### src/verilog/adcc_pkg.sv
// package: register map, field layout, timing and carrier types of the converter control
`default_nettype none
package adcc_pkg;
    // ****************************************
    // register offsets
    // ****************************************
    localparam logic [8:0] ADCC_OFS_RESULT_HIGH = 9'h01e;
    localparam logic [8:0] ADCC_OFS_CONTROL = 9'h01f;
    localparam logic [8:0] ADCC_OFS_RESULT_LOW = 9'h09e;
    localparam logic [8:0] ADCC_OFS_CLOCK_CFG = 9'h09f;
    localparam logic [8:0] ADCC_OFS_ANALOG_SELECT_LOW_LOW = 9'h11e;
    localparam logic [8:0] ADCC_OFS_ANALOG_SELECT_LOW_HIGH = 9'h11f;
    localparam logic [8:0] ADCC_OFS_IRQ_STATUS = 9'h00c;
    localparam logic [8:0] ADCC_OFS_IRQ_ENABLE = 9'h08c;
    localparam logic [8:0] ADCC_OFS_IRQ_CLEAR = 9'h10c;
    // ****************************************
    // field positions
    // ****************************************
    localparam int ADCC_BIT_JUSTIFY = 7;
    localparam int ADCC_BIT_REFSEL = 6;
    localparam int ADCC_BIT_CHAN_HI = 5;
    localparam int ADCC_BIT_CHAN_LO = 2;
    localparam int ADCC_BIT_GO = 1;
    localparam int ADCC_BIT_ON = 0;
    localparam int ADCC_BIT_CLK_HI = 6;
    localparam int ADCC_BIT_CLK_LO = 4;
    localparam int ADCC_BIT_EV_DONE = 0;
    localparam int ADCC_BIT_EV_ABORT = 1;
    // ****************************************
    // reset values and fixed constants
    // ****************************************
    localparam logic [7:0] ADCC_RST_CONTROL = 8'h00;
    localparam logic [7:0] ADCC_RST_CLOCK_CFG = 8'h00;
    localparam logic [7:0] ADCC_RST_ANALOG_SELECT_LOW_LOW = 8'hff;
    localparam logic [3:0] ADCC_RST_ANALOG_SELECT_LOW_HIGH = 4'hf;
    localparam logic [1:0] ADCC_RST_EVENTS = 2'h0;
    localparam logic [3:0] ADCC_TRIG_MODE = 4'hb;
    localparam logic [12:0] ADCC_IRQ_VECTOR = 13'h0004;
    localparam int ADCC_RES_BITS = 10;
    // ****************************************
    // timing: one instruction cycle before an rc-clocked start
    // ****************************************
    localparam int ADCC_CLK_PERIOD_NS = 50;
    localparam int ADCC_INSTR_NS = 200;
    localparam logic [2:0] ADCC_INSTR_CLKS =
        3'((ADCC_INSTR_NS + ADCC_CLK_PERIOD_NS - 1) / ADCC_CLK_PERIOD_NS);
    // ****************************************
    // carrier types
    // ****************************************
    typedef struct packed {
        logic [8:0] addr;
        logic [7:0] wdata;
        logic wr;
        logic rd;
    } adcc_bus_req_t;
    typedef struct packed {
        logic powered;
        logic sample;
        logic reference_select;
        logic [3:0] channel;
        logic [9:0] trial_code;
    } adcc_analog_t;
    typedef enum logic [1:0] {
        ADCC_ST_IDLE = 2'b00,
        ADCC_ST_DELAY = 2'b01,
        ADCC_ST_SAMPLE = 2'b10,
        ADCC_ST_CONVERT = 2'b11
    } adcc_state_t;
endpackage
`default_nettype wire

### src/verilog/adcc_conversion_control.sv
// module: sequencing, registers and interrupt logic of the 10-bit converter
`default_nettype none
module adcc_conversion_control
    import adcc_pkg::*;
(
    // clock and reset
    input wire logic clk_sys,
    input wire logic rstn,
    // register port
    input wire adcc_pkg::adcc_bus_req_t bus_req,
    output logic [7:0] bus_rdata,
    // core and compare unit
    input wire logic sleep_active,
    input wire logic global_irq_enable,
    input wire logic peripheral_irq_enable,
    input wire logic [3:0] compare_mode_select,
    input wire logic compare_trigger,
    output logic timer_one_clear,
    output logic wake_request,
    output logic vector_jump,
    output logic [12:0] vector_addr,
    output logic irq,
    // analog side and pins
    input wire logic comparator_in,
    input wire logic rc_clock_in,
    output adcc_pkg::adcc_analog_t analog_ctl,
    output logic [11:0] analog_select
);
    import adcc_pkg::*;

    // ****************************************
    // state
    // ****************************************
    adcc_state_t state_r, state_nxt;
    logic [7:0] control_r, control_nxt;
    logic [2:0] clk_sel_r;
    logic [7:0] analog_select_low_low_r;
    logic [3:0] analog_select_low_high_r;
    logic [7:0] result_high_r, result_low_r;
    logic [1:0] events_r, irq_en_r;
    logic pwr_off_r, pwr_off_nxt;
    logic [9:0] sar_r, sar_nxt;
    logic [3:0] bit_idx_r, bit_idx_nxt;
    logic [5:0] div_r;
    logic [2:0] delay_r;
    logic sleep_q_r;
    logic [7:0] rdata_r;
    logic rc_s1_r, rc_s2_r, rc_s3_r;
    logic wake_r, vector_r, tclr_r;

    // ****************************************
    // decode
    // ****************************************
    wire wr_control = bus_req.wr && bus_req.addr == ADCC_OFS_CONTROL;
    wire wr_clock = bus_req.wr && bus_req.addr == ADCC_OFS_CLOCK_CFG;
    wire wr_analog_select_low_lo = bus_req.wr && bus_req.addr == ADCC_OFS_ANALOG_SELECT_LOW_LOW;
    wire wr_analog_select_low_hi = bus_req.wr && bus_req.addr == ADCC_OFS_ANALOG_SELECT_LOW_HIGH;
    wire wr_irq_en = bus_req.wr && bus_req.addr == ADCC_OFS_IRQ_ENABLE;
    wire wr_irq_clr = bus_req.wr && bus_req.addr == ADCC_OFS_IRQ_CLEAR;
    wire conv_on = control_r[ADCC_BIT_ON];
    wire busy = state_r != ADCC_ST_IDLE;
    wire rc_selected = clk_sel_r[1:0] == 2'b11;
    wire sleep_rise = sleep_active && !sleep_q_r;
    wire trig_match = compare_trigger && compare_mode_select == ADCC_TRIG_MODE;
    // software go only counts with converter on in the same write
    wire sw_start = wr_control && bus_req.wdata[ADCC_BIT_GO] && bus_req.wdata[ADCC_BIT_ON];
    wire hw_start = trig_match && conv_on;
    wire start = !busy && (sw_start || hw_start) && !(sleep_active && !rc_selected);
    // software dropping go or on while busy stops the conversion
    wire sw_abort = busy && wr_control &&
                    (!bus_req.wdata[ADCC_BIT_GO] || !bus_req.wdata[ADCC_BIT_ON]);
    wire sleep_abort = busy && sleep_active && !rc_selected;
    wire abort = sw_abort || sleep_abort;

    // ****************************************
    // bit period tick
    // ****************************************
    // divide ratios per clock code
    logic [5:0] div_last;
    always_comb begin
        unique case (clk_sel_r)
            3'h0: div_last = 6'd1;
            3'h1: div_last = 6'd7;
            3'h2: div_last = 6'd31;
            3'h4: div_last = 6'd3;
            3'h5: div_last = 6'd15;
            3'h6: div_last = 6'd63;
            default: div_last = 6'd63;
        endcase
    end
    wire rc_edge = rc_s2_r && !rc_s3_r;
    wire div_tick = div_r == div_last;
    wire tad_tick = rc_selected ? rc_edge : div_tick;

    // ****************************************
    // sequencer
    // ****************************************
    wire finish = state_r == ADCC_ST_CONVERT && tad_tick && bit_idx_r == 4'h0 && !abort;
    wire [9:0] bit_mask = 10'(10'h001 << bit_idx_r);
    always_comb begin
        state_nxt = state_r;
        sar_nxt = sar_r;
        bit_idx_nxt = bit_idx_r;
        unique case (state_r)
            ADCC_ST_IDLE: begin
                // rc clock start held one instruction cycle
                if (start) begin
                    state_nxt = rc_selected ? ADCC_ST_DELAY : ADCC_ST_SAMPLE;
                end
            end
            ADCC_ST_DELAY: begin
                if (delay_r == 3'h1) begin
                    state_nxt = ADCC_ST_SAMPLE;
                end
            end
            ADCC_ST_SAMPLE: begin
                // ten trial bits from msb down
                if (tad_tick) begin
                    state_nxt = ADCC_ST_CONVERT;
                    sar_nxt = 10'h200;
                    bit_idx_nxt = 4'h9;
                end
            end
            ADCC_ST_CONVERT: begin
                if (tad_tick) begin
                    // comparator follows our own trial code; syncing it costs the /2 period
                    if (!comparator_in) begin
                        sar_nxt = sar_r & ~bit_mask;
                    end
                    if (bit_idx_r == 4'h0) begin
                        state_nxt = ADCC_ST_IDLE;
                    end else begin
                        sar_nxt = (comparator_in ? sar_r : sar_r & ~bit_mask) | (bit_mask >> 1);
                        bit_idx_nxt = bit_idx_r - 4'h1;
                    end
                end
            end
        endcase
        if (abort) begin
            state_nxt = ADCC_ST_IDLE;
        end
    end
    wire [9:0] final_code = comparator_in ? sar_r : (sar_r & ~bit_mask);

    // ****************************************
    // control register and power
    // ****************************************
    wire irq_path_on = irq_en_r[ADCC_BIT_EV_DONE] && peripheral_irq_enable;
    always_comb begin
        control_nxt = control_r;
        if (wr_control) begin
            control_nxt = bus_req.wdata;
            // go is set on a write only if that cycle starts a conversion, by software go or by a trigger
            control_nxt[ADCC_BIT_GO] = busy ? control_r[ADCC_BIT_GO] && !sw_abort : start;
        end else if (start) begin
            control_nxt[ADCC_BIT_GO] = 1'b1;
        end
        // go clears on finish or abort only
        if (finish || abort) begin
            control_nxt[ADCC_BIT_GO] = 1'b0;
        end
        pwr_off_nxt = pwr_off_r;
        if (wr_control) begin
            pwr_off_nxt = 1'b0;
        end
        // non-rc sleep powers off, on bit kept
        if (sleep_rise && !rc_selected) begin
            pwr_off_nxt = 1'b1;
        end
        // unattended completion in sleep powers off
        if (finish && sleep_active && !irq_path_on) begin
            pwr_off_nxt = 1'b1;
        end
    end

    // ****************************************
    // registers
    // ****************************************
    always_ff @(posedge clk_sys) begin
        rc_s1_r <= rc_clock_in;
        rc_s2_r <= rc_s1_r;
        rc_s3_r <= rc_s2_r;
    end

    // justify picks the split of the ten bits
    always_ff @(posedge clk_sys) begin
        if (finish) begin
            result_high_r <= control_r[ADCC_BIT_JUSTIFY] ? {6'h00, final_code[9:8]}
                                                         : final_code[9:2];
            result_low_r <= control_r[ADCC_BIT_JUSTIFY] ? final_code[7:0]
                                                        : {final_code[1:0], 6'h00};
        end
    end

    // every control register returns to its reset value
    always_ff @(posedge clk_sys) begin
        if (!rstn) begin
            state_r <= ADCC_ST_IDLE;
            control_r <= ADCC_RST_CONTROL;
            clk_sel_r <= ADCC_RST_CLOCK_CFG[ADCC_BIT_CLK_HI:ADCC_BIT_CLK_LO];
            analog_select_low_low_r <= ADCC_RST_ANALOG_SELECT_LOW_LOW;
            analog_select_low_high_r <= ADCC_RST_ANALOG_SELECT_LOW_HIGH;
            irq_en_r <= ADCC_RST_EVENTS;
            pwr_off_r <= 1'b0;
            sar_r <= 10'h000;
            bit_idx_r <= 4'h0;
            sleep_q_r <= 1'b0;
        end else begin
            state_r <= state_nxt;
            control_r <= control_nxt;
            pwr_off_r <= pwr_off_nxt;
            sar_r <= sar_nxt;
            bit_idx_r <= bit_idx_nxt;
            sleep_q_r <= sleep_active;
            // bits 6:4 hold the clock code
            if (wr_clock) begin
                clk_sel_r <= bus_req.wdata[ADCC_BIT_CLK_HI:ADCC_BIT_CLK_LO];
            end
            if (wr_analog_select_low_lo) begin
                analog_select_low_low_r <= bus_req.wdata;
            end
            if (wr_analog_select_low_hi) begin
                analog_select_low_high_r <= bus_req.wdata[3:0];
            end
            if (wr_irq_en) begin
                irq_en_r <= bus_req.wdata[1:0];
            end
        end
    end

    // divider restarts with each conversion so the first bit period is whole
    always_ff @(posedge clk_sys) begin
        if (!rstn || start || div_tick) begin
            div_r <= 6'h00;
        end else begin
            div_r <= div_r + 6'h01;
        end
    end

    always_ff @(posedge clk_sys) begin
        if (!rstn) begin
            delay_r <= 3'h0;
        end else if (start) begin
            delay_r <= ADCC_INSTR_CLKS;
        end else if (delay_r != 3'h0) begin
            delay_r <= delay_r - 3'h1;
        end
    end

    // ****************************************
    // events and interrupt
    // ****************************************
    wire [1:0] ev_set = {abort, finish};
    wire [1:0] ev_clr = wr_irq_clr ? bus_req.wdata[1:0] : 2'h0;
    // sticky done and abort flags; a set beats a clear
    always_ff @(posedge clk_sys) begin
        if (!rstn) begin
            events_r <= ADCC_RST_EVENTS;
        end else begin
            events_r <= (events_r & ~ev_clr) | ev_set;
        end
    end
    assign irq = |(events_r & irq_en_r);

    // wake and vector choice on completion in sleep
    // timer clear on any matching trigger
    always_ff @(posedge clk_sys) begin
        if (!rstn) begin
            wake_r <= 1'b0;
            vector_r <= 1'b0;
            tclr_r <= 1'b0;
        end else begin
            wake_r <= finish && sleep_active && irq_path_on;
            vector_r <= finish && sleep_active && irq_path_on && global_irq_enable;
            tclr_r <= trig_match;
        end
    end
    assign wake_request = wake_r;
    assign vector_jump = vector_r;
    assign vector_addr = ADCC_IRQ_VECTOR;
    assign timer_one_clear = tclr_r;

    // ****************************************
    // read port
    // ****************************************
    logic [7:0] rd_mux;
    always_comb begin
        unique case (bus_req.addr)
            ADCC_OFS_RESULT_HIGH: rd_mux = result_high_r;
            ADCC_OFS_CONTROL: rd_mux = control_r;
            ADCC_OFS_RESULT_LOW: rd_mux = result_low_r;
            ADCC_OFS_CLOCK_CFG: rd_mux = {1'b0, clk_sel_r, 4'h0};
            ADCC_OFS_ANALOG_SELECT_LOW_LOW: rd_mux = analog_select_low_low_r;
            ADCC_OFS_ANALOG_SELECT_LOW_HIGH: rd_mux = {4'h0, analog_select_low_high_r};
            ADCC_OFS_IRQ_STATUS: rd_mux = {6'h00, events_r};
            ADCC_OFS_IRQ_ENABLE: rd_mux = {6'h00, irq_en_r};
            default: rd_mux = 8'h00;
        endcase
    end
    always_ff @(posedge clk_sys) begin
        if (!rstn) begin
            rdata_r <= 8'h00;
        end else begin
            rdata_r <= bus_req.rd ? rd_mux : 8'h00;
        end
    end
    assign bus_rdata = rdata_r;

    // ****************************************
    // analog side
    // ****************************************
    // module powered only while on and not shut by sleep
    assign analog_ctl.powered = conv_on && !pwr_off_r;
    assign analog_ctl.sample = state_r == ADCC_ST_SAMPLE || !busy;
    assign analog_ctl.reference_select = control_r[ADCC_BIT_REFSEL];
    assign analog_ctl.channel = control_r[ADCC_BIT_CHAN_HI:ADCC_BIT_CHAN_LO];
    assign analog_ctl.trial_code = sar_r;
    assign analog_select = {analog_select_low_high_r, analog_select_low_low_r};

    // ****************************************
    // assertions
    // ****************************************
    AST_GO_TRACKS_BUSY: assert property (@(posedge clk_sys) disable iff (!rstn)
        control_r[ADCC_BIT_GO] == busy)
        else $error("go bit differs from busy state");
    AST_FINISH_CLEARS_GO: assert property (@(posedge clk_sys) disable iff (!rstn)
        finish |=> !control_r[ADCC_BIT_GO] && events_r[ADCC_BIT_EV_DONE])
        else $error("finish did not clear go or set done");
    AST_RC_DELAY: assert property (@(posedge clk_sys) disable iff (!rstn)
        (start && rc_selected) |=> state_r == ADCC_ST_DELAY [*3] ##1 state_r == ADCC_ST_DELAY)
        else $error("rc start not held an instruction cycle");
    AST_NONRC_SLEEP_ABORT: assert property (@(posedge clk_sys) disable iff (!rstn)
        (busy && sleep_active && !rc_selected) |=> !busy)
        else $error("sleep did not abort non-rc conversion");
    AST_SLEEP_OFF_KEEPS_ON: assert property (@(posedge clk_sys) disable iff (!rstn)
        (sleep_rise && !rc_selected && conv_on && !wr_control) |=>
            conv_on && !analog_ctl.powered)
        else $error("sleep power down wrong");
    AST_TRIG_START: assert property (@(posedge clk_sys) disable iff (!rstn)
        (trig_match && conv_on && !busy && !sleep_active && !wr_control) |=>
            control_r[ADCC_BIT_GO] && timer_one_clear)
        else $error("trigger did not start");
    AST_TRIG_IGNORED: assert property (@(posedge clk_sys) disable iff (!rstn)
        (trig_match && !conv_on && !busy && !wr_control) |=> !busy && timer_one_clear)
        else $error("trigger handled with converter off");
    AST_GO_NEEDS_ON: assert property (@(posedge clk_sys) disable iff (!rstn)
        (wr_control && !bus_req.wdata[ADCC_BIT_ON] && !busy) |=> !busy)
        else $error("conversion started while off");
    AST_WAKE_VECTOR: assert property (@(posedge clk_sys) disable iff (!rstn)
        (finish && sleep_active && irq_path_on) |=>
            wake_request && vector_jump == $past(global_irq_enable))
        else $error("wake or vector wrong");
    AST_DONE_STICKY: assert property (@(posedge clk_sys) disable iff (!rstn)
        (events_r[ADCC_BIT_EV_DONE] && !(wr_irq_clr && bus_req.wdata[ADCC_BIT_EV_DONE])) |=>
            events_r[ADCC_BIT_EV_DONE])
        else $error("done flag lost");
    AST_CONV_LENGTH: assert property (@(posedge clk_sys) disable iff (!rstn)
        (state_r == ADCC_ST_SAMPLE && state_nxt == ADCC_ST_CONVERT) |=> bit_idx_r == 4'h9)
        else $error("conversion does not begin at bit nine");
endmodule
`default_nettype wire

### config.mk
export PLATFORM = sky130hd
export DESIGN_NAME = adcc_conversion_control
export DESIGN_NICKNAME = d
export VERILOG_FILES = /design/src/verilog/adcc_pkg.sv /design/src/verilog/adcc_conversion_control.sv
export SDC_FILE = /design/constraint.sdc
export NUM_CORES = 1
export LEC_CHECK = 0
export BUFFER_PORTS_ARGS = -buffer_cell sky130_fd_sc_hd__buf_2
export CAP_MARGIN = 10
export CORE_ASPECT_RATIO = 0.8
export CORE_MARGIN = 2
export CORE_UTILIZATION = 61
export CTS_BUF_LIST = sky130_fd_sc_hd__clkbuf_8
export DETAILED_ROUTE_END_ITERATION = 8
export MAX_ROUTING_LAYER = met4
export PLACE_DENSITY = 0.93
export SLEW_MARGIN = 20
export SYNTH_ARGS = -nofsm -noshare
export SYNTH_HDL_FRONTEND = slang
export SYNTH_SLANG_ARGS = --single-unit
export TNS_END_PERCENT = 1
### constraint.sdc
create_clock -name clk_sys -period 5.1 [get_ports clk_sys]
set_clock_uncertainty 0.05 [all_clocks]
set_input_delay 0.765 -clock clk_sys [delete_from_list [all_inputs] [get_ports clk_sys]]
set_output_delay 0.765 -clock clk_sys [all_outputs]
set_load 0.02 [all_outputs]
==> flow_metrics.py <==
metrics = {
    "yosys": {
        "yosysWarningCount": 0,
        "synthCells": 472,
        "ys_types": 61,
        "synth_edf_count": 16,
        "syn_area_um2": 4250,
        "yosys_register_bits": 84,
        "synth_area_per_cell_um2": 9.01,
        "synth_ff_type": "dfxtp_1",
        "synth_seq_area_share_pct": 43.3,
        "synthArstFlopShare_pct": 0,
    },
    "layout": {
        "final_cell_mix": "71 x buf_2, 68 x dfxtp_1, 49 x nor2_1",
        "fillers": 550,
        "nNetsFinal": 568,
        "final_common_cell": "buf_2",
        "final_layout_size_suffix_gt1_share_pct": 19.1,
        "area_growth_pct": 12.5,
        "multi_input_area_um2": 2150,
        "seqCellArea_um2": 1840,
        "n_antenna_cell": 0,
    },
    "floorplanning": {
        "ioPinCount": 85,
        "num_rows": 27,
        "die_h_um": 78.7,
        "coreArea_um2": 6820,
        "die_w_um": 97.4,
        "start_util_pct": 62.3,
        "die_area_um2": 7660,
    },
    "clock_network": {
        "cts_root_buf": "clkbuf_8",
        "cts_buffers": 9,
        "cts_resized": 0,
        "clock_latency_ps": 360,
        "post-cts-setup-buffers": 0,
        "cts_sinks": 84,
        "cts_hold_buf": 0,
        "htreeDepth": 3,
        "clk_path_buf_depth": 2,
        "cts_tree": "built",
        "clk_pin_slew_ps": 90,
    },
    "critical_path": {
        "critPathMaxFanout": 16,
        "r2r-end": "result_low_r[6]",
        "crit_end": "result_low_r[6]",
        "end_kind": "flop",
        "reg2reg_from": "clk_sel_r[1]",
        "crit_required_ps": 5040,
        "cp-startpoint": "clk_sel_r[1]",
        "critical_path_class": "reg2reg",
        "r2r_cells": 6,
        "cp.arrival_ps": 2880,
        "worst_setup_path_start_kind": "flop",
        "reg2reg_slack_ps": 2160,
    },
    "power_and_ir_drop": {
        "p_leak_uw": 0.00197,
        "switching_share_pct": 23.1,
        "ir_drop_uv": 232,
        "seq_power_share_pct": 48.3,
        "pwr-share-clk_pct": 42.6,
        "intPower_uw": 1110,
        "switching_power_uw": 335,
        "power_density_nw_per_um2": 303,
        "power_frac_comb_pct": 9.2,
    },
    "sta": {
        "finalSetupTns_ps": 0,
        "finalHoldViolCount": 0,
        "finalSetupViolations": 0,
        "min_period_ps": 2940,
        "period_share_pct": 57.6,
        "worst_slew_pin_slew_ps": 874,
        "whs_ps": 305,
        "slew-limit-headroom_pct": 41.2,
        "fmax_ghz": 0.340,
        "rsz0062_at_grt": "false",
        "maxSlewViolCount": 0,
    },
    "routing": {
        "drt_pre_antenna_iters": 5,
        "drt_iter0_drc": 270,
        "drtAntennaViolNets": 0,
        "wl_per_cell_um": 17.5,
        "wl_um": 10800,
        "vias": 3788,
        "drc": 0,
        "via_per_inst": 6.15,
    },
    "global_route": {
        "antenna_found_initial": 0,
        "grt_pass1_vias": 3570,
        "grt_max_degree": 27,
        "grt_pass1_wl_um": 17400,
        "grtUsageTotal_pct": 29.2,
        "overflow": 0,
    },
    "placed_design": {
        "gp_congestion": 0.957,
        "place.detailed.hpwl_um": 7770,
        "io_buffers": 71,
    },
    "min_path": {
        "hold_class": "reg2reg",
    },
    "run": {
        "cap_violations": 0,
    },
    "run_status": {
        "outcome": "finished, final reports clean",
    },
}
metrics by stage:
step	instances	worst slack (ps)	cell area (um2)	total power (uW)	utilization (%)
final	616	2160	4780	1450	70.1
after detailed placement	600	1800	4520	845	66.2
after floorplan	483	2390	4290	815	-
after global placement	600	2000	4520	836	66.2
after CTS	616	1840	4780	1450	70.1
after global routing	616	1990	4780	1490	70.1
worst max-delay path, stage by stage (launching register included):
cell and delay, ps:
dfxtp_1 460, or4b_1 600, a41oi_2 200, o211a_4 200, a21bo_1 310, nand2_1 120
nor2_2 620
Yosys cell counts (5+ instances only):
cell,instances,area share (%)
dfxtp_1,68,32
nor2_1,50,4.4
nand2_1,48,4.2
a21oi_1,24,2.8
mux2i_1,24,5.6
nand3_1,24,2.8
o21ai_0,19,2.2
buf_4,18,3.2
clkbuf_1,17,1.5
inv_1,17,1.5
edfxtp_1,16,11
ha_1,13,3.8
and2_1,12,1.8
nor3_1,11,1.3
nor2b_1,8,1.2
a22o_1,7,1.4
o2bb2ai_1,6,1.2
nand4_1,5,0.74
layer usage:
layer | wire length (um) | track usage (%) | vias up
li1 | - | - | 1751
met1 | 4300 | 35.6 | 1795
met2 | 5190 | 48.7 | 209
met3 | 1060 | 7.30 | 33
met4 | 240 | 8.75 | 0
met5 | 0 | - | -
how the worst min path moves through the flow:
stage | startpoint | to | cells after the start | slack, ps
6_report | rc_s1_r | rc_s2_r | 0 | 310
4_1_cts | rc_s1_r | rc_s2_r | 0 | 310
3_5_place_dp | rc_s1_r | rc_s2_r | 0 | 290
2_1_floorplan | rc_s1_r | rc_s2_r | 0 | 260
3_3_place_gp | rc_s1_r | rc_s2_r | 0 | 290
5_1_grt | rc_s1_r | rc_s2_r | 0 | 310
power by group through the flow:
stage	sequential, uW	combinational [uW]	clock [uW]
floorplan	711	104	0
finish	699	133	616
global route	700	147	644
detailed placement	714	131	0
CTS	699	132	621
global placement	713	123	0
flip-flops by register name, indices dropped and copies added (netlist names), 2 cells and up:
| signal | cells |
|---|---|
| result_low_r | 8 |
| div_r | 6 |
| irq_en_r | 2 |
| bus_rdata | 8 |
| sar_r | 10 |
| analog_select_low_low_r | 8 |
| delay_r | 3 |
| analog_select_low_high_r | 4 |
| state_r | 2 |
| events_r | 2 |
| clk_sel_r | 3 |
| result_high_r | 8 |
| bit_idx_r | 4 |
| control_r | 8 |
layout make-up:
type                    count  share of cell area, %
clock buffers               9                   2.59
multi-input cells         340                   44.9
clock inverters             7                   2.93
repair buffers             71                   7.43
well taps                  87                   2.28
flip-flops and latches     84                   38.5
inverters                  18                   1.41
cells by family (layout without fill, tap and decap cells):
kind of cell | Yosys count | count (layout) | share of synthesized area, %
XOR/XNOR | 5 | 5 | 1.03
multiplexers | 26 | 26 | 6.18
buffers and inverters | 59 | 105 | 7.27
AND/OR/NAND/NOR | 188 | 188 | 22.1
flip-flops | 84 | 84 | 43.3
AO/OA/AOI/OAI | 95 | 95 | 16.2
adder cells (fa/ha/maj) | 13 | 13 | 3.82
other | 2 | 13 | 0.177
No activity file was read; power rests on OpenSTA's default activity.
